[src/verilog/scsp_regs.svh]
`ifndef SCSP_REGS_SVH
`define SCSP_REGS_SVH
// Behaviour
// The port serves byte write, byte read, block write and block read.
// Block bytes move in rising index order from byte 0, MSB first.
// A stop after any whole byte keeps it; a partial byte is dropped.
// Command bit 7 low means block access, high means single-byte access.
// The master puts the offset in command bits 6..0, zero for blocks.
// Only an address byte matching the fixed slave address is answered.
// Block write is address, zero command, count, then acked data bytes.
// Block read is command, repeated start, read address, count, data.
// On block read the master acks all but the last byte, then stops.
// Single-byte access uses command bits 1..0 as the byte offset.
// A single-byte command has bit 7 set and the upper bits clear.
// Byte write takes one data byte, acks and stores it, then stop.
// Byte read returns one byte after a repeated start, master nacks.
// Bytes 0, 1 and 2 hold identity, output control and spread select.
// A foreign address is nacked and the data line stays released.

////////////////////////////////////////////////////////////////////////////
// bus address, 7 bits (d2 with the write bit appended)
`define SCSP_SLAVE_ADDR7   7'h69
// command code fields
`define SCSP_CMD_SINGLE    7
`define SCSP_CMD_OFS_HI    1
// byte map
`define SCSP_IDX_ID        2'h0
`define SCSP_IDX_CTRL      2'h1
`define SCSP_IDX_SPREAD    2'h2
`define SCSP_NUM_BYTES     8'h03
// reset values
`define SCSP_RST_CTRL      8'hf7
`define SCSP_RST_SPREAD    8'h02
// bits per byte on the wire
`define SCSP_BYTE_BITS     4'h8
`define SCSP_LAST_TX_BIT   4'h7
`endif

[src/verilog/scsp_pkg.sv]
package scsp_pkg;
    // bit engine states
    typedef enum logic [4:0] {
        ST_IDLE   = 5'b00001,
        ST_RXBYTE = 5'b00010,
        ST_ACKOUT = 5'b00100,
        ST_TXBYTE = 5'b01000,
        ST_ACKIN  = 5'b10000
    } scsp_state_t;

    // meaning of the byte now on the wire
    typedef enum logic [4:0] {
        PH_ADDR  = 5'b00001,
        PH_CMD   = 5'b00010,
        PH_COUNT = 5'b00100,
        PH_DATA  = 5'b01000,
        PH_READ  = 5'b10000
    } scsp_phase_t;

    typedef logic [1:0] scsp_idx_t;
    typedef logic [7:0] scsp_byte_t;
endpackage

[src/verilog/scsp_stream_if.sv]
interface scsp_stream_if #(
    parameter int W = 10
);
    logic         valid;
    logic         ready;
    logic [W-1:0] data;

    modport src (output valid, output data, input ready);
    modport snk (input valid, input data, output ready);
endinterface
[src/verilog/scsp_fifo.sv]
module scsp_fifo #(
    parameter int WIDTH = 10,
    parameter int DEPTH = 8
) (
    input wire logic   clk,
    input wire logic   rst,
    scsp_stream_if.snk inS,
    scsp_stream_if.src outS
);
    localparam int AW = $clog2(DEPTH);

    logic [WIDTH-1:0] mem [DEPTH];
    logic [AW-1:0]    wrPtr_r;
    logic [AW-1:0]    rdPtr_r;
    logic [AW:0]      cnt_r;
    logic             push;
    logic             pop;

    ////////////////////////////////////////////////////////////////////////
    // honest flags from the fill count
    assign inS.ready  = (cnt_r != (AW+1)'(DEPTH));
    assign outS.valid = (cnt_r != '0);
    assign outS.data  = mem[rdPtr_r];
    assign push       = inS.valid & inS.ready;
    assign pop        = outS.valid & outS.ready;

    // storage, no reset needed on data
    always_ff @(posedge clk) begin
        if (push) begin
            mem[wrPtr_r] <= inS.data;
        end
    end

    // pointers wrap explicitly so any depth works
    always_ff @(posedge clk) begin
        if (rst) begin
            wrPtr_r <= '0;
            rdPtr_r <= '0;
            cnt_r   <= '0;
        end else begin
            if (push) begin
                wrPtr_r <= (wrPtr_r == AW'(DEPTH-1)) ? '0 : wrPtr_r + 1'b1;
            end
            if (pop) begin
                rdPtr_r <= (rdPtr_r == AW'(DEPTH-1)) ? '0 : rdPtr_r + 1'b1;
            end
            if (push && !pop) begin
                cnt_r <= cnt_r + 1'b1;
            end else if (pop && !push) begin
                cnt_r <= cnt_r - 1'b1;
            end
        end
    end
endmodule

[src/verilog/scsp_slave.sv]
`include "scsp_regs.svh"

module scsp_slave #(
    parameter logic [7:0] ID_BYTE    = 8'ha5, // arbitrary identity value
    parameter int         FIFO_DEPTH = 8
) (
    input  wire logic               core_clk,
    input  wire logic               srst,
    input  wire logic               scl,
    input  wire logic               sdaIn,
    output logic                    sdaOut,
    output logic                    sdaOe,
    output logic                    wrValid,
    input  wire logic               wrReady,
    output scsp_pkg::scsp_idx_t     wrIndex,
    output scsp_pkg::scsp_byte_t    wrData,
    output scsp_pkg::scsp_byte_t    outCtrl,
    output scsp_pkg::scsp_byte_t    spreadSel
);
    import scsp_pkg::*;

    logic [1:0]  sclSync_r;
    logic [1:0]  sdaSync_r;
    logic        sclD_r;
    logic        sdaD_r;
    logic        sclS;
    logic        sdaS;
    logic        sclRise;
    logic        sclFall;
    logic        startCond;
    logic        stopCond;

    scsp_state_t state_r;
    scsp_phase_t phase_r;
    logic [3:0]  bitCnt_r;
    scsp_byte_t  rxSh_r;
    scsp_byte_t  txSh_r;
    logic        blockMode_r;
    logic [7:0]  idx_r;
    scsp_byte_t  remain_r;
    logic        byteDone_r;
    logic        ackBit_r;
    scsp_byte_t  ctrl_r;
    scsp_byte_t  spread_r;

    logic        byteEnd;
    logic        ackNow;
    logic        pushReq;

    scsp_stream_if #(.W(10)) inS ();
    scsp_stream_if #(.W(10)) outS ();

    ////////////////////////////////////////////////////////////////////////
    // pin synchronisers; idle bus is high so reset to one
    always_ff @(posedge core_clk) begin
        if (srst) begin
            sclSync_r <= 2'h3;
            sdaSync_r <= 2'h3;
            sclD_r    <= 1'b1;
            sdaD_r    <= 1'b1;
        end else begin
            sclSync_r <= {sclSync_r[0], scl};
            sdaSync_r <= {sdaSync_r[0], sdaIn};
            sclD_r    <= sclSync_r[1];
            sdaD_r    <= sdaSync_r[1];
        end
    end

    // edges and bus conditions, only from the second stage onward
    assign sclS      = sclSync_r[1];
    assign sdaS      = sdaSync_r[1];
    assign sclRise   = sclS & ~sclD_r;
    assign sclFall   = ~sclS & sclD_r;
    assign startCond = sclS & sclD_r & ~sdaS & sdaD_r;
    assign stopCond  = sclS & sclD_r & sdaS & ~sdaD_r;

    ////////////////////////////////////////////////////////////////////////
    // byte map seen by reads
    // three config bytes
    function automatic scsp_byte_t cfgByte(input logic [7:0] i);
        case (i)
            {6'h0, `SCSP_IDX_ID}:     cfgByte = ID_BYTE;
            {6'h0, `SCSP_IDX_CTRL}:   cfgByte = ctrl_r;
            {6'h0, `SCSP_IDX_SPREAD}: cfgByte = spread_r;
            default:                  cfgByte = 8'h00;
        endcase
    endfunction

    assign byteEnd = (state_r == ST_RXBYTE) && sclFall
                     && (bitCnt_r == `SCSP_BYTE_BITS);

    // ack decision for the byte just received
    always_comb begin
        ackNow  = 1'b0;
        pushReq = 1'b0;
        case (phase_r)
            // address match only
            PH_ADDR:  ackNow = (rxSh_r[7:1] == `SCSP_SLAVE_ADDR7);
            PH_CMD:   ackNow = 1'b1;
            PH_COUNT: ackNow = 1'b1;
            PH_DATA: begin
                // single byte once; block up to the count
                // full buffer nacks so the master sees the stall
                ackNow  = inS.ready && (idx_r < `SCSP_NUM_BYTES)
                          && (blockMode_r ? (remain_r != 8'h00)
                                          : !byteDone_r);
                pushReq = ackNow;
            end
            default:  ackNow = 1'b0;
        endcase
    end

    // only whole, acked bytes reach the buffer
    assign inS.valid = byteEnd & pushReq;
    assign inS.data  = {idx_r[1:0], rxSh_r};

    ////////////////////////////////////////////////////////////////////////
    // bit engine and transaction context
    always_ff @(posedge core_clk) begin
        if (srst) begin
            state_r     <= ST_IDLE;
            phase_r     <= PH_ADDR;
            bitCnt_r    <= 4'h0;
            rxSh_r      <= 8'h00;
            txSh_r      <= 8'h00;
            blockMode_r <= 1'b0;
            idx_r       <= 8'h00;
            remain_r    <= 8'h00;
            byteDone_r  <= 1'b0;
            ackBit_r    <= 1'b0;
        end else if (startCond) begin
            // repeated start keeps the command context
            state_r  <= ST_RXBYTE;
            phase_r  <= PH_ADDR;
            bitCnt_r <= 4'h0;
        end else if (stopCond) begin
            state_r <= ST_IDLE;
        end else begin
            case (state_r)
                ST_RXBYTE: begin
                    if (sclRise) begin
                        // msb arrives first
                        rxSh_r   <= {rxSh_r[6:0], sdaS};
                        bitCnt_r <= bitCnt_r + 4'h1;
                    end else if (byteEnd) begin
                        bitCnt_r <= 4'h0;
                        // nack parks the engine until a start
                        state_r  <= ackNow ? ST_ACKOUT : ST_IDLE;
                        case (phase_r)
                            PH_ADDR: begin
                                if (rxSh_r[0]) begin
                                    phase_r <= PH_READ;
                                    if (blockMode_r) begin
                                        // count leads a block read
                                        txSh_r <= `SCSP_NUM_BYTES;
                                        idx_r  <= 8'h00;
                                    end else begin
                                        // the one addressed byte
                                        txSh_r <= cfgByte(idx_r);
                                        idx_r  <= idx_r + 8'h01;
                                    end
                                end else begin
                                    phase_r <= PH_CMD;
                                end
                            end
                            PH_CMD: begin
                                // bit 7 picks block or single
                                blockMode_r <= ~rxSh_r[`SCSP_CMD_SINGLE];
                                // offset from low two bits
                                idx_r <= {6'h0, rxSh_r[`SCSP_CMD_OFS_HI:0]};
                                byteDone_r <= 1'b0;
                                phase_r <= rxSh_r[`SCSP_CMD_SINGLE]
                                           ? PH_DATA : PH_COUNT;
                            end
                            PH_COUNT: begin
                                // count then data from byte 0
                                remain_r <= rxSh_r;
                                idx_r    <= 8'h00;
                                phase_r  <= PH_DATA;
                            end
                            PH_DATA: begin
                                if (ackNow) begin
                                    // ascending index
                                    idx_r      <= idx_r + 8'h01;
                                    remain_r   <= remain_r - 8'h01;
                                    byteDone_r <= 1'b1;
                                end
                            end
                            default: phase_r <= PH_ADDR;
                        endcase
                    end
                end
                ST_ACKOUT: begin
                    if (sclFall) begin
                        state_r <= (phase_r == PH_READ) ? ST_TXBYTE
                                                        : ST_RXBYTE;
                    end
                end
                ST_TXBYTE: begin
                    if (sclFall) begin
                        if (bitCnt_r == `SCSP_LAST_TX_BIT) begin
                            bitCnt_r <= 4'h0;
                            state_r  <= ST_ACKIN;
                        end else begin
                            txSh_r   <= {txSh_r[6:0], 1'b0};
                            bitCnt_r <= bitCnt_r + 4'h1;
                        end
                    end
                end
                ST_ACKIN: begin
                    if (sclRise) begin
                        ackBit_r <= ~sdaS;
                    end else if (sclFall) begin
                        // master nack ends the read
                        if (ackBit_r) begin
                            txSh_r  <= cfgByte(idx_r);
                            idx_r   <= idx_r + 8'h01;
                            state_r <= ST_TXBYTE;
                        end else begin
                            state_r <= ST_IDLE;
                        end
                    end
                end
                default: state_r <= ST_IDLE;
            endcase
        end
    end

    // open-drain data: only ever pulls low
    assign sdaOut = 1'b0;
    assign sdaOe  = (state_r == ST_ACKOUT)
                    || ((state_r == ST_TXBYTE) && !txSh_r[7]);

    ////////////////////////////////////////////////////////////////////////
    // write buffer; the core drains it and may stall
    // all four transfer kinds end up here or in cfgByte
    scsp_fifo #(
        .WIDTH (10),
        .DEPTH (FIFO_DEPTH)
    ) u_fifo (
        .clk  (core_clk),
        .rst  (srst),
        .inS  (inS),
        .outS (outS)
    );

    assign wrValid    = outS.valid;
    assign outS.ready = wrReady;
    assign wrIndex    = outS.data[9:8];
    assign wrData     = outS.data[7:0];

    // config bytes commit on drain; reads may lag queued writes
    // store at the addressed offset
    always_ff @(posedge core_clk) begin
        if (srst) begin
            ctrl_r   <= `SCSP_RST_CTRL;
            spread_r <= `SCSP_RST_SPREAD;
        end else if (outS.valid && wrReady) begin
            if (wrIndex == `SCSP_IDX_CTRL) begin
                ctrl_r <= wrData;
            end
            if (wrIndex == `SCSP_IDX_SPREAD) begin
                spread_r <= wrData;
            end
        end
    end

    assign outCtrl   = ctrl_r;
    assign spreadSel = spread_r;
endmodule

[config.mk]
export PLATFORM = sky130hd
export DESIGN_NAME = scsp_slave
export DESIGN_NICKNAME = d
export VERILOG_FILES = /design/src/verilog/scsp_pkg.sv /design/src/verilog/scsp_stream_if.sv /design/src/verilog/scsp_fifo.sv /design/src/verilog/scsp_slave.sv
export VERILOG_INCLUDE_DIRS = /design/src /design/src/verilog
export SDC_FILE = /design/constraint.sdc
export NUM_CORES = 1
export LEC_CHECK = 0
export BUFFER_PORTS_ARGS = -buffer_cell sky130_fd_sc_hd__buf_4
export CAP_MARGIN = 20
export CORE_ASPECT_RATIO = 1.5
export CORE_MARGIN = 2
export CORE_UTILIZATION = 37
export DETAILED_ROUTE_END_ITERATION = 8
export GPL_TIMING_DRIVEN = 0
export SYNTH_ARGS = -nofsm -noshare
export SYNTH_HDL_FRONTEND = slang
export SYNTH_SLANG_ARGS = --single-unit
[constraint.sdc]
create_clock -name core_clk -period 3.1 [get_ports core_clk]
set_input_delay 0.93 -clock core_clk [delete_from_list [all_inputs] [get_ports core_clk]]
set_output_delay 0.93 -clock core_clk [all_outputs]
set_load 0.02 [all_outputs]
=== Yosys cells after proc, flatten, opt, wreduce, memory -nomap -nowiden ===
Memories as Yosys holds them, arrays and structs flattened. A register that Yosys moved wholly into a read port is not among the register bits.
Cells that the tools add are included.
W data, S select, Z words.

* Eq/ne operators: 42
* Reduce and logical (&&, ||, !) cells: 38
* $lt $le $gt $ge: 1
* Muxes and demuxes: 58
* Bitwise gates (word level): 19
* Add/subtract/negate cells: 7

{| class="wikitable"
|+ Operator list
! kind !! number
|-
| $mux W8 || 19
|-
| $pmux W8 S3 || 2
|-
| $mux W5 || 8
|-
| $pmux W5 S4 || 2
|-
| $mux W4 || 9
|-
| $ne A4 B4 Y1 const B || 8
|-
| $pmux W8 S2 || 2
|-
| $pmux W8 S4 || 1
|-
| $reduce_and A7 Y1 || 4
|-
| $ne A2 B2 Y1 const B || 11
|-
| $mux W3 || 5
|-
| $reduce_and A12 Y1 || 1
|-
| $reduce_and A4 Y1 || 3
|-
| $reduce_and A11 Y1 || 1
|-
| $and A1 B1 Y1 || 10
|-
| $eq A5 B2 Y1 const B || 2
|-
| $eq A5 B3 Y1 const B || 2
|-
| $eq A5 B4 Y1 const B || 2
|-
| $eq A5 B5 Y1 const B || 2
|-
| $reduce_bool A2 Y1 || 5
|-
| $ne A3 B3 Y1 const B || 3
|-
| $not A1 Y1 || 9
|-
| $add A4 B1 Y4 const B || 2
|-
| $add A8 B1 Y8 const B || 1
|-
| 32 further kinds || 51
|}

* Output and inout bits: 29
* Memory bits (writable): 80
* Flip-flop bits (word level): 81
* Input bits: 5
* Logic and storage cells: 186
* Memories kept: 1

{| class="wikitable"
|+ Memories
! name !! depth !! width !! rd ports !! clocked after memory_dff !! write ports !! RTL line !! text
|-
| u_fifo.mem || 8 || 10 || 1 || 1 || 1 || scsp_fifo.sv:12 || <nowiki>logic [WIDTH-1:0] mem [DEPTH];</nowiki>
|}

=== Logic depth before layout (Yosys ltp) ===
Gate-level depths: netlist of the first run.

* Depth after elaboration: 10
* Mapped depth: 16
* Depth with buffers taken out: 15

=== By module ===
From an unflattened synthesis of the first run, not the netlist that was laid out.

* Cell total of the unflattened synthesis: 656
* Area total of the unflattened synthesis: 7537.2 µm²

{| class="wikitable"
|+ By module, submodules not included
! module !! instances !! cells an instance !! area each (µm²) !! sequential area each (µm²)
|-
| scsp_slave || 1 || 466 || 3794.9 || 1421.4
|-
| scsp_fifo || 1 || 190 || 3742.3 || 2662.6
|}

=== Worst setup path before layout of the first run ===
Ideal clock, no wire load.

* Path kind: register -> register
* Start point: register phase_r[0]
* End point: register u_fifo.cnt_r[3]
* Arrival time: 3.252 ns
* Required time: 3.029 ns
* Path slack: -0.223 ns
* Clock period less this slack: 3.323 ns
* Library setup time: 0.071 ns
* Cell stages (with the launch flop): 16
* Path buffers: 2
* Cells stage by stage: dfxtp_1 -> or3_4 -> or3b_1 -> buf_6 -> nor4b_4 -> nand2_1 -> buf_2 -> inv_1 -> ha_1 -> inv_1 -> ha_1 -> a21o_1 -> a21oi_1 -> xnor2_1 -> or3_1 -> a21oi_1

* Word-level cells in the longest chain between the ends: 7
* Elaborated cells on any way between the ends: 9
* Classes of those cells: eq/ne: 1; mux: 2; bitwise: 2; reduce/logical: 4

{| class="wikitable"
|+ RTL lines
! what !! RTL line !! text
|-
| start: declaration || scsp_slave.sv:34 || <nowiki>scsp_phase_t phase_r;</nowiki>
|-
| start signal: assignment || scsp_slave.sv:172 || <nowiki>phase_r <= rxSh_r[`SCSP_CMD_SINGLE]</nowiki>
|-
| $eq A5 B4 Y1 (*) || scsp_slave.sv:96 || <nowiki>case (phase_r)</nowiki>
|-
| $mux W1 (*) || scsp_slave.sv:96 ||
|-
| $and A1 B1 Y1 (*) || scsp_slave.sv:114 || <nowiki>assign inS.valid = byteEnd & pushReq;</nowiki>
|-
| $and A1 B1 Y1 (*) || scsp_fifo.sv:24 || <nowiki>assign push = inS.valid & inS.ready;</nowiki>
|-
| named net u_fifo.push || scsp_fifo.sv:16 || <nowiki>logic push;</nowiki>
|-
| $logic_not A1 Y1 || scsp_fifo.sv:49 || <nowiki>end else if (pop && !push) begin</nowiki>
|-
| $logic_and A1 B1 Y1 || scsp_fifo.sv:49 ||
|-
| $reduce_bool A2 Y1 (no source line) || n/a ||
|-
| end signal: assignment || scsp_fifo.sv:48 || <nowiki>cnt_r <= cnt_r + 1'b1;</nowiki>
|-
| end signal: assignment || scsp_fifo.sv:50 || <nowiki>cnt_r <= cnt_r - 1'b1;</nowiki>
|-
| end: declaration || scsp_fifo.sv:15 || <nowiki>logic [AW:0] cnt_r;</nowiki>
|}

Mark *: on every way through the listed nets, which the timed path passes. The rest lies on a longest branch.
A chain may end at the register's enable or synchronous reset.

=== Worst setup path after layout of the first run ===
* Start point: register phase_r[1]
* End point: memory u_fifo.mem[7][1], enable pin

* Word-level cells in the longest chain between the ends: 6

{| class="wikitable"
|+ RTL lines
! what !! RTL line !! text
|-
| $eq A5 B4 Y1 || scsp_slave.sv:96 ||
|-
| $mux W1 || scsp_slave.sv:96 ||
|-
| $and A1 B1 Y1 || scsp_slave.sv:114 ||
|-
| $and A1 B1 Y1 || scsp_fifo.sv:24 ||
|-
| named net u_fifo.push || scsp_fifo.sv:16 ||
|-
| $mux W1 || scsp_fifo.sv:29 || <nowiki>if (push) begin</nowiki>
|-
| $mux W1 (implied by the code) || scsp_fifo.sv:30 || <nowiki>mem[wrPtr_r] <= inS.data;</nowiki>
|-
| end: declaration || scsp_fifo.sv:12 ||
|}

The timed path passes the listed nets, and every way through them passes these cells.

==> metrics.yaml, run 1 <==
syn_avg_cell_area_um2: 11.8
min-delay-path-class: "reg -> reg"
drtPass1Iterations: 5
n_antenna_cell: 0
pwr_density_cell_nw_per_um2: 518
clock_sinks: 164
rows: 63
drt-vias-per-instance: 5.47
pwr-share-seq_pct: 49.1
arrival_ps: 3230
gr-total-overflow: 0
slew_viol_final: 0
cts-root-buf: "clkbuf_16"
gp_congestion: 0.829
io_buffers: 31
die_w_um: 119
wl_per_cell_um: 19.1
core-area_um2: 19600
synth_edf_count: 80
fin_util_pct: 45.2
yosysMostFrequentCell: "dfxtp_1"
synth-main-ff-cell: "dfxtp_1"
timing.hold.ws_ps: 412
ys_seq_area_share_pct: 55.7
syn2layout_area_growth_pct: 21.0
cts_max_level: 4
p_int_w: 0.00364
cp_slowest_cell: "nor2_1"
numCtsBuffers: 17
antenna_found_initial: 0
cap_violations: 0
leakagePower_nw: 3.15
hpwl_um: 13200
cts_tree: "done"
nets: 713
crit_type: "reg -> reg"
first_global_vias: 5419
worstPathCellList: "or3_4 > or3b_4 > nor4b_4 > nand2_1 > buf_6 > inv_4 > nand2_1 > nor2_1"
vias: 5286
setup_violations: 26
yosys-top-cells-count: "dfxtp_1 (84), edfxtp_1 (80), nor2_1 (62)"
yosysWarnings: 0
netlist_instances: 623
crit_top_cell: "nand2_1"
multi_input_area_um2: 3190
fin_ws_ps: -93.8
pwr-share-clk_pct: 49.7
cp_max_fo: 10
violations: "negative setup slack"
initial_utilization_pct: 37.3
async_reset_ff_share_pct: 0
status: "complete, but fails checks"
relSlewSlack_pct: 29.8
drc: 0
fin_skew_ps: 11.5
critPathRequiredTime_ps: 3140
yosysUniqueCellTypes: 74
clk_pin_slew_ps: 70
fmax_mhz: 313
ys_ff_latch: 164
cts_buffer_depth: 2
regArea_um2: 4100
rsz0062_at_grt: "yes"
end_kind: "flip-flop"
combinationalPowerShare_pct: 1.3
crit_path_max_incr_delay_ps: 830
peakVddDrop_mv: 0.376
syn_nets: 643
drt_iter0_markers: 441
wirelength_um: 18400
nFillCells: 1756
ios: 34
finalHoldViolCount: 0
syn-cell-area_um2: 7330
yosysTopAreaCell: "edfxtp_1"
sw_frac_of_total_pct: 20.8
drtAntennaViolNets: 0
synthTopCellsByArea: "edfxtp_1 (33%), dfxtp_1 (23%), mux4_2 (6.1%), mux2i_1 (4.9%), nor2_1 (3.2%)"
grt_pass1_wl_um: 29000
synth_top_area_share_pct: 32.8
grt_max_degree: 17
worstMarginPinSlew_ps: 1050
die_h_um: 176
dieArea_um2: 21000
grt_usage_pct: 18.1
period_share_pct: 103
finalPower_w: 0.00459
p_switching_w: 0.000954
clkLatencyLatePin_ps: 420
drive_above_1_share_pct: 23.7
cp-start-kind: "flip-flop"
period_minus_slack_ps: 3190
## critical path, delay by kind of cell (launching register included)
| kind | cells | cell delay [ps] |
|---|---|---|
| simple gates | 6 | 2250 |
| flops | 1 | 350 |
| buf+inv | 2 | 210 |
## final cells by class
cell class	count	share of cell area (%)
multi-input cells	417	35.9
clock buffers	17	4.80
repair buffers	53	4.66
flip-flops and latches	164	46.2
plain buffers	25	1.67
inverters	15	0.691
well taps	260	3.67
clock inverters	15	2.41
## through the flow
step	worst slack, ps	cells	TNS [ps]	area [um2]
final	-93.8	966	-2000	8870
after detailed placement	-542	918	-23580	7970
after floorplan	-176	623	-176	7360
after global placement	-837	914	-49610	7920
after global routing	-232	966	-5320	8870
after CTS	-88.4	959	-2140	8770
## metal layers
| layer | routed length [um] | global-route usage, % |
|---|---|---|
| met3 | 509 | 3.13 |
| met2 | 10200 | 34.1 |
| met4 | 503 | 7.44 |
| met1 | 7270 | 19.8 |
| met5 | 0 | 0 |
## final timing paths
kind | start | to | slack [ps] | cells past startpoint
setup / recovery | phase_r[1] | u_fifo.mem[7][1] | -90 | 8
hold / removal | sclSync_r[0] | sclSync_r[1] | 410 | 1
hold reg to reg | sclSync_r[0] | sclSync_r[1] | 410 | 1
setup reg to reg | phase_r[1] | u_fifo.mem[7][1] | -90 | 8
## flip-flops by register name, summed over array words and instances (netlist names), named ones only
name,cells
blockMode_r,1
u_fifo.cnt_r,4
byteDone_r,1
txSh_r,8
phase_r,5
outCtrl,8
bitCnt_r,4
ackBit_r,1
remain_r,8
idx_r,8
rxSh_r,8
sdaD_r,1
u_fifo.wrPtr_r,3
u_fifo.mem,80
sclD_r,1
sdaSync_r,2
state_r,5
sclSync_r,2
u_fifo.rdPtr_r,3
spreadSel,8
## placed cells by master (no fill, tap or decap), types with 6 or more instances in the layout
cell type   n
edfxtp_1   80
dfxtp_1    79
nor2_1     60
nand2_1    53
buf_4      50
mux2i_1    36
o21ai_0    28
a21oi_1    25
mux4_2     20
clkbuf_16  17
clkbuf_1   15
inv_1      12
nand3_1    12
nor3_1     11
ha_1       11
or3_1       8
mux2_2      8
and3_1      8
nor3b_1     7
nor2b_1     7
inv_6       7
nand2b_1    6
or2_2       6
o311ai_0    6
## repair_timing
action,in CTS,in global routing
pin swaps,9,8
resized for setup,25,11
setup buffers,10,7
setup endpoints to repair,64,45
hold buffers,0,0
## logic make-up (layout without fill, tap and decap cells)
kind of cell	Yosys count	after routing	share of synthesized area [%]
fa+ha+maj	15	15	2.66
compound gates	117	117	11.1
simple gates	213	213	14.9
xor+xnor	5	5	0.598
buf+inv	42	125	2.39
flops	164	164	55.7
other cells	1	1	0.0512
mux	66	66	12.6
## power by group through the flow
stage | Sequential, W | Combinational (W) | Clock, W
after floorplan | 0.00230 | 0.0000351 | 0
after global placement | 0.00230 | 0.0000551 | 0
after detailed placement | 0.00230 | 0.0000559 | 0
after CTS | 0.00225 | 0.0000564 | 0.00232
after global routing | 0.00225 | 0.0000624 | 0.00240
final | 0.00225 | 0.0000576 | 0.00228
(Power assumes the default switching activity.)
==> run 2, diff against run 1 <==
--- a/config.mk
+++ b/config.mk
@@ -6,8 +6,9 @@
 export SDC_FILE = /design/constraint.sdc
 export NUM_CORES = 1
 export LEC_CHECK = 0
+export ABC_AREA = 1
+export ABC_CLOCK_PERIOD_IN_PS = 3100
 export BUFFER_PORTS_ARGS = -buffer_cell sky130_fd_sc_hd__buf_4
-export CAP_MARGIN = 20
 export CORE_ASPECT_RATIO = 1.5
 export CORE_MARGIN = 2
 export CORE_UTILIZATION = 37
==> run 2 against run 1 <==
Effect of this change:
- the flow now finishes without violations
- utilization down 1.3 points
- design area grew 3.9%
- cell count increased by 32%
- total power is 38% higher
- clock-buffer cell count unchanged
==> metrics.yaml, run 2 <==
syn_avg_cell_area_um2: 8.43  # was 11.8 um2
io_buffers: 32  # was 31
core-area_um2: 21000  # was 19600 um2
vias: 6311  # was 5286
dp.cells: 1241  # was 918
antenna_found_initial: 0  # unchanged
numCtsBuffers: 17  # unchanged
die_w_um: 123  # was 119 um
ys_seq_area_share_pct: 51.9  # was 55.7%
yosys-top-cells-count: "nand2_1 (175), nor2_1 (151), inv_1 (95)"  # was dfxtp_1 (84), edfxtp_1 (80), nor2_1 (62)
cts_max_level: 4  # unchanged
wirelength_um: 19600  # was 18400 um
cts-root-buf: "clkbuf_16"  # unchanged
rsz0062_at_grt: "no"  # was yes
sw_frac_of_total_pct: 34.1  # was 20.8%
layout_commonest_cell: "nand2_1"  # was edfxtp_1
cts_tree: "done"  # unchanged
ctsHoldBuffers: 0  # unchanged
worstMarginPinSlew_ps: 712  # was 1050 ps
fmax_mhz: 335  # was 313 MHz
fin_cells: 1273  # was 966
gr-total-overflow: 0  # unchanged
crit_path_max_incr_delay_ps: 360  # was 830 ps
drtAntennaViolNets: 0  # unchanged
setup_violations: 0  # was 26
synth_edf_count: 80  # unchanged
yosysWarnings: 0  # unchanged
synthTopCellsByArea: "edfxtp_1 (31%), dfxtp_1 (21%), nand2_1 (8.4%), nor2_1 (7.2%), o21ai_0 (5.3%)"  # was edfxtp_1 (33%), dfxtp_1 (23%), mux4_2 (6.1%), mux2i_1 (4.9%), nor2_1 (3.2%)
nFillCells: 2056  # was 1756
initial_utilization_pct: 37.5  # was 37.3%
crit_type: "reg -> out"  # was reg -> reg
yosysTopAreaCell: "edfxtp_1"  # unchanged
dpl-instance-area_um2: 8570  # was 7970 um2
relSlewSlack_pct: 52.5  # was 29.8%
pwr-share-seq_pct: 39.1  # was 49.1%
drtPass1Iterations: 5  # unchanged
ys_ff_latch: 164  # unchanged
hpwl_um: 14500  # was 13200 um
fin_area_um2: 9210  # was 8870 um2
drt_iter0_markers: 314  # was 441
syn_nets: 953  # was 643
combinationalPowerShare_pct: 27.5  # was 1.3%
clk_pin_slew_ps: 70  # about the same
drt-vias-per-instance: 4.96  # was 5.47
pwr-share-clk_pct: 33.4  # was 49.7%
cp_max_fo: 10  # unchanged
grt_usage_pct: 18.5  # was 18.1%
netlist_instances: 933  # was 623
multi_input_area_um2: 3270  # was 3190 um2
rr_startpoint: "idx_r[0]"  # was phase_r[1]
arrival_ps: 2050  # was 3230 ps
worst-r2r-setup-slack_ps: 290  # was -90 ps
final_cell_mix: "nand2_1 (169), nor2_1 (151), inv_1 (95)"  # was edfxtp_1 (80), dfxtp_1 (79), nor2_1 (60)
gp_congestion: 0.846  # was 0.829
clock_sinks: 164  # unchanged
leakagePower_nw: 4.01  # was 3.15 nW
ios: 34  # unchanged
slew_viol_final: 0  # unchanged
die_h_um: 183  # was 176 um
largest_register: "u_fifo.mem"  # unchanged
period_minus_slack_ps: 2980  # was 3190 ps
r2r-end: "u_fifo.cnt_r[3]"  # was u_fifo.mem[7][1]
grt_pass1_wl_um: 31800  # was 29000 um
drc: 0  # unchanged
wl_per_cell_um: 15.4  # was 19.1 um
dieArea_um2: 22500  # was 21000 um2
syn2layout_area_growth_pct: 17.1  # was 21.0%
nets: 1012  # was 713
n_antenna_cell: 0  # unchanged
crit_end: "wrData[0]"  # was u_fifo.mem[7][1]
timing.hold.ws_ps: 410  # was 412 ps
synth-main-ff-cell: "dfxtp_1"  # unchanged
cp_num_buf_inv: 5  # was 2
worstRegToRegCells: 17  # was 8
fin_skew_ps: 8.12  # was 11.5 ps
drive_above_1_share_pct: 15.9  # was 23.7%
clkLatencyLatePin_ps: 430  # was 420 ps
synth_top_area_share_pct: 30.6  # was 32.8%
async_reset_ff_share_pct: 0  # unchanged
period_share_pct: 96.2  # was 103%
critPathRequiredTime_ps: 2170  # was 3140 ps
cp.depth: 9  # was 8
worstPathCellList: "inv_2 > buf_6 > buf_4 > buf_6 > nor2_1 > o22ai_1 > nand2_1 > nand2_4 > buf_4"  # was or3_4 > or3b_4 > nor4b_4 > nand2_1 > buf_6 > inv_4 > nand2_1 > nor2_1
yosysMostFrequentCell: "nand2_1"  # was dfxtp_1
finalHoldViolCount: 0  # unchanged
syn-cell-area_um2: 7860  # was 7330 um2
post_cts_buffers: 0  # was 10
pwr_density_cell_nw_per_um2: 690  # was 518 nW/um2
peakVddDrop_mv: 0.322  # was 0.376 mV
p_switching_w: 0.00217  # was 0.000954 W
status: "completed"  # was complete, but fails checks
largest_reg_flops: 80  # unchanged
p_int_w: 0.00419  # was 0.00364 W
regArea_um2: 4090  # was 4100 um2
cp_top_family: "buffers and inverters"  # was simple AND/OR/NAND/NOR gates
cap_violations: 0  # unchanged
first_global_vias: 6223  # was 5419
yosysUniqueCellTypes: 49  # was 74
end_kind: "output port"  # was flip-flop
cp-start-kind: "flip-flop"  # unchanged
cts_buffer_depth: 2  # unchanged
rows: 65  # was 63
min-delay-path-class: "reg -> reg"  # unchanged
cp_slowest_cell: "dfxtp_2"  # was nor2_1
grt_max_degree: 17  # unchanged
run 2: cell types whose count changed in the layout (fill, tap and decap cells not counted), sizes merged, moves of 15 or more:
cell,before,now
o21ai,30,94
nor2,62,165
nand2,53,181
o22ai,3,18
mux2i,36,0
inv,22,107
nand3,13,71
mux4,20,0
run 2: worst min-delay path by stage:
| stage | depth (start not counted) | slack (ps) | from | end |
|---|---|---|---|---|
| finish | 1 | 410 | sdaSync_r[0] | sdaSync_r[1] |
| global route | 1 | 420 | sclSync_r[0] | sclSync_r[1] |
| CTS | 1 | 410 | sclSync_r[0] | sclSync_r[1] |
| detailed placement | 1 | 400 | sclSync_r[0] | sclSync_r[1] |
| global placement | 1 | 390 | sclSync_r[0] | sclSync_r[1] |
| floorplan | 1 | 390 | sclSync_r[0] | sclSync_r[1] |
run 2: layer usage:
metal	GRT usage [%]	wire (um)	vias to the layer above
met4	6.45	391	0
met2	35.6	10900	105
met3	3.47	586	31
li1	-	-	3212
met5	0	0	-
met1	19.7	7790	2963
run 2: cell type report:
| type | count | area share [%] |
|---|---|---|
| multi-input cells | 636 | 35.5 |
| inverters | 103 | 4.20 |
| clock inverters | 15 | 1.86 |
| plain buffers | 30 | 2.16 |
| repair buffers | 40 | 3.59 |
| well taps | 268 | 3.64 |
| flip-flops and latches | 164 | 44.4 |
| clock buffers | 17 | 4.62 |
run 2: kinds of logic (layout without fill, tap and decap cells):
kind of cell | count (synthesis) | count (layout) | synth area share, %
flops | 164 | 164 | 51.9
simple gates | 454 | 454 | 26.0
compound gates | 158 | 158 | 11.3
fa+ha+maj | 15 | 15 | 2.48
xor+xnor | 8 | 8 | 0.891
other cells | 1 | 1 | 0.0477
buf+inv | 133 | 205 | 7.26
run 2: stage by stage:
step | power [W] | utilization (%) | worst slack (ps) | setup TNS, ps
after floorplan | 0.00362 | - | 655 | 0
after global placement | 0.00424 | 40.2 | -474 | -31330
after detailed placement | 0.00426 | 40.8 | 168 | 0
after CTS | 0.00640 | 43.8 | 8.06 | 0
after global routing | 0.00667 | 43.9 | 22.6 | 0
final | 0.00636 | 43.9 | 117 | 0
run 2: worst reg2reg max path: stages (launching register included):
cell	delay (ps)
dfxtp_2	410
ha_1	270
nor2_1	190
nand2_1	70
nor2_1	130
nand2_2	170
nor2_4	170
ha_1	220
inv_1	100
ha_1	300
nand2_1	60
nand2_1	50
a21oi_1	160
nor2_1	60
nor2_1	80
nand2_1	70
o21ai_0	150
a21oi_1	60
run 2: repair_timing:
item / in CTS / in global routing
endpoints found under the setup margin: 7 / 6
gates resized for setup: 14 / 8
pin swaps: 0 / 0
run 2: power groups by stage:
stage	Combinational, W	Sequential [W]	Clock (W)
global route	0.00194	0.00250	0.00224
detailed placement	0.00173	0.00253	0
floorplan	0.00105	0.00257	0
finish	0.00175	0.00248	0.00212
global placement	0.00171	0.00253	0
CTS	0.00176	0.00249	0.00215
==> run 3, diff against run 2 <==
--- a/config.mk
+++ b/config.mk
@@ -6,7 +6,7 @@
 export SDC_FILE = /design/constraint.sdc
 export NUM_CORES = 1
 export LEC_CHECK = 0
-export ABC_AREA = 1
+export ABC_AREA = 0
 export ABC_CLOCK_PERIOD_IN_PS = 3100
 export BUFFER_PORTS_ARGS = -buffer_cell sky130_fd_sc_hd__buf_4
 export CORE_ASPECT_RATIO = 1.5
@@ -14,6 +14,7 @@
 export CORE_UTILIZATION = 37
 export DETAILED_ROUTE_END_ITERATION = 8
 export GPL_TIMING_DRIVEN = 0
+export REMOVE_ABC_BUFFERS = 1
 export SYNTH_ARGS = -nofsm -noshare
 export SYNTH_HDL_FRONTEND = slang
 export SYNTH_SLANG_ARGS = --single-unit
==> run 3 against run 2 <==
Effect of this change:
- non-clock buffer count is 21 lower
- critical path type is now reg -> reg
- register-to-register slack lost 280 ps
- clock skew up 4.1 ps
- total power fell by 31%
- design area is 5.6% lower
- hold slack hardly changed
- largest power group unchanged
- first-iteration DRC count increased by 65%
- die area down 6.6%
- via count down 18%
- clock-buffer cell count increased by 1
- sequential power fell by 8.9%
==> metrics.yaml, run 3 (synthesis results as in run 1) <==
cp_max_fo: 6  # was 10
cts_tree: "done"  # unchanged
dpl_worst_slack_ps: -994  # was 168 ps
clock_sinks: 164  # unchanged
p_int_w: 0.00346  # was 0.00419 W
status: "completed"  # unchanged
drc: 0  # unchanged
drtAntennaViolNets: 0  # unchanged
rsz0062_at_grt: "yes"  # was no
vias: 5178  # was 6311
ctsHoldBuffers: 0  # unchanged
first_global_vias: 5200  # was 6223
drtPass1Iterations: 5  # unchanged
worst-r2r-setup-slack_ps: 10  # was 290 ps
cts_max_level: 4  # unchanged
end_kind: "flip-flop"  # was output port
drive_above_1_share_pct: 23.2  # was 15.9%
hp-start: "sdaSync_r[0]"  # unchanged
grt_max_degree: 61  # was 17
rr_startpoint: "phase_r[1]"  # was idx_r[0]
peakVddDrop_mv: 0.371  # was 0.322 mV
final_cell_mix: "dfxtp_1 (80), edfxtp_1 (80), nor2_1 (59)"  # was nand2_1 (169), nor2_1 (151), inv_1 (95)
fin_util_pct: 44.3  # was 43.9%
slew_viol_final: 0  # unchanged
fin_skew_ps: 12.2  # was 8.12 ps
r2r-end: "u_fifo.cnt_r[3]"  # unchanged
cts-root-buf: "clkbuf_16"  # unchanged
dieArea_um2: 21000  # was 22500 um2
largest_register: "u_fifo.mem"  # unchanged
largest_reg_flops: 80  # unchanged
top_usage_layer: "met2"  # unchanged
worstRegToRegCells: 13  # was 17
pwr-share-clk_pct: 47.3  # was 33.4%
period_share_pct: 99.6  # was 96.2%
arrival_ps: 3420  # was 2050 ps
fmax_mhz: 324  # was 335 MHz
numCtsBuffers: 17  # unchanged
cp-start-kind: "flip-flop"  # unchanged
grt_pass1_wl_um: 28100  # was 31800 um
gp_congestion: 0.917  # was 0.846
hold_depth: 1  # unchanged
cts_buffer_depth: 2  # unchanged
io_buffers: 32  # unchanged
finalPower_w: 0.00437  # was 0.00636 W
met2_usage_pct: 32.5  # was 35.6%
core-area_um2: 19600  # was 21000 um2
antenna_found_initial: 0  # unchanged
drt-vias-per-instance: 5.53  # was 4.96
grt_usage_pct: 17.3  # was 18.5%
nets: 684  # was 1012
crit_type: "reg -> reg"  # was reg -> out
syn2layout_area_growth_pct: 18.6  # was 17.1%
p_switching_w: 0.000906  # was 0.00217 W
relSlewSlack_pct: 23.4  # was 52.5%
cap_violations: 0  # unchanged
period_minus_slack_ps: 3090  # was 2980 ps
leakagePower_nw: 3.03  # was 4.01 nW
worstMarginPinSlew_ps: 1140  # was 712 ps
initial_utilization_pct: 37.3  # was 37.5%
fin_area_um2: 8690  # was 9210 um2
hpwl_um: 12100  # was 14500 um
wirelength_um: 17800  # was 19600 um
finalHoldViolCount: 0  # unchanged
use_met1_pct: 19.1  # was 19.7%
setup_violations: 0  # unchanged
ios: 34  # unchanged
min-delay-path-class: "reg -> reg"  # unchanged
n_antenna_cell: 0  # unchanged
drt_iter0_markers: 517  # was 314
pwr_density_cell_nw_per_um2: 503  # was 690 nW/um2
rows: 63  # was 65
sw_frac_of_total_pct: 20.7  # was 34.1%
gr-usage-met3_pct: 2.52  # was 3.47%
die_w_um: 119  # was 123 um
gr-total-overflow: 0  # unchanged
clkLatencyLatePin_ps: 420  # was 430 ps
critPathRequiredTime_ps: 3440  # was 2170 ps
hold_end: "sdaSync_r[1]"  # unchanged
pwr-share-seq_pct: 51.7  # was 39.1%
fin_ws_ps: 13.9  # was 117 ps
dpl-instance-area_um2: 7860  # was 8570 um2
clk_pin_slew_ps: 70  # about the same
combinationalPowerShare_pct: 1.1  # was 27.5%
die_h_um: 176  # was 183 um
wl_per_cell_um: 19.0  # was 15.4 um
==> run 3: worst max-delay path by stage <==
stage | depth (start not counted) | endpoint | from | slack [ps]
6_report | 13 | u_fifo.cnt_r[3] | phase_r[1] | 10
2_1_floorplan | 13 | u_fifo.cnt_r[3] | phase_r[0] | -370
4_1_cts | 7 | u_fifo.mem[3][0] | phase_r[0] | -170
3_5_place_dp | 13 | u_fifo.cnt_r[3] | phase_r[1] | -990
3_3_place_gp | 5 | u_fifo.mem[0][8] | phase_r[1] | -1710
5_1_grt | 13 | u_fifo.cnt_r[3] | phase_r[1] | -80
==> run 3: repair_timing <==
action | CTS | global route
endpoints found under the setup margin | 91 | 49
gates resized for setup | 13 | 17
pin swaps | 2 | 11
buffers inserted | 7 | 5
==> run 3: layer usage <==
layer	part of all wire (%)	routed length [um]	vias up
li1	-	-	2437
met1	39	6900	2574
met2	56	9940	136
met3	3.1	544	31
met4	2.2	399	0
met5	0	0	-
==> run 3: worst max-delay path, cell delays in order (launching register included) <==
cell     delay [ps]
dfxtp_4         360
or3_4           390
or3b_4          410
nor4b_4         360
nand2_4         100
inv_4            90
ha_4            160
inv_6            50
ha_4            200
a21o_1          160
a21oi_2         120
xnor2_1          90
or3_1           370
a21oi_1         130
==> run 3: power groups by stage <==
| stage | logic, W | registers [W] | clock network (W) |
|---|---|---|---|
| floorplan | 0.0000226 | 0.00230 | 0 |
| global placement | 0.0000452 | 0.00231 | 0 |
| detailed placement | 0.0000462 | 0.00231 | 0 |
| CTS | 0.0000464 | 0.00226 | 0.00210 |
| global route | 0.0000516 | 0.00226 | 0.00220 |
| finish | 0.0000468 | 0.00226 | 0.00206 |
==> run 3: metrics by stage <==
| stage | cells | setup TNS (ps) | hold slack [ps] |
|---|---|---|---|
| floorplan | 596 | -8400 | 389 |
| global placement | 888 | -105500 | 392 |
| detailed placement | 893 | -42370 | 393 |
| CTS | 932 | -4490 | 409 |
| global route | 937 | -76.5 | 424 |
| finish | 937 | 0 | 410 |
==> run 3: layout make-up <==
type | count | area (um2)
Clock buffer | 18 | 429
Clock inverter | 14 | 156
Fill cell | 1747 | 10900
Inverter | 15 | 63.8
Multi-Input combinational cell | 417 | 3210
Sequential cell | 164 | 4090
Tap cell | 260 | 325
Timing Repair Buffer | 49 | 412
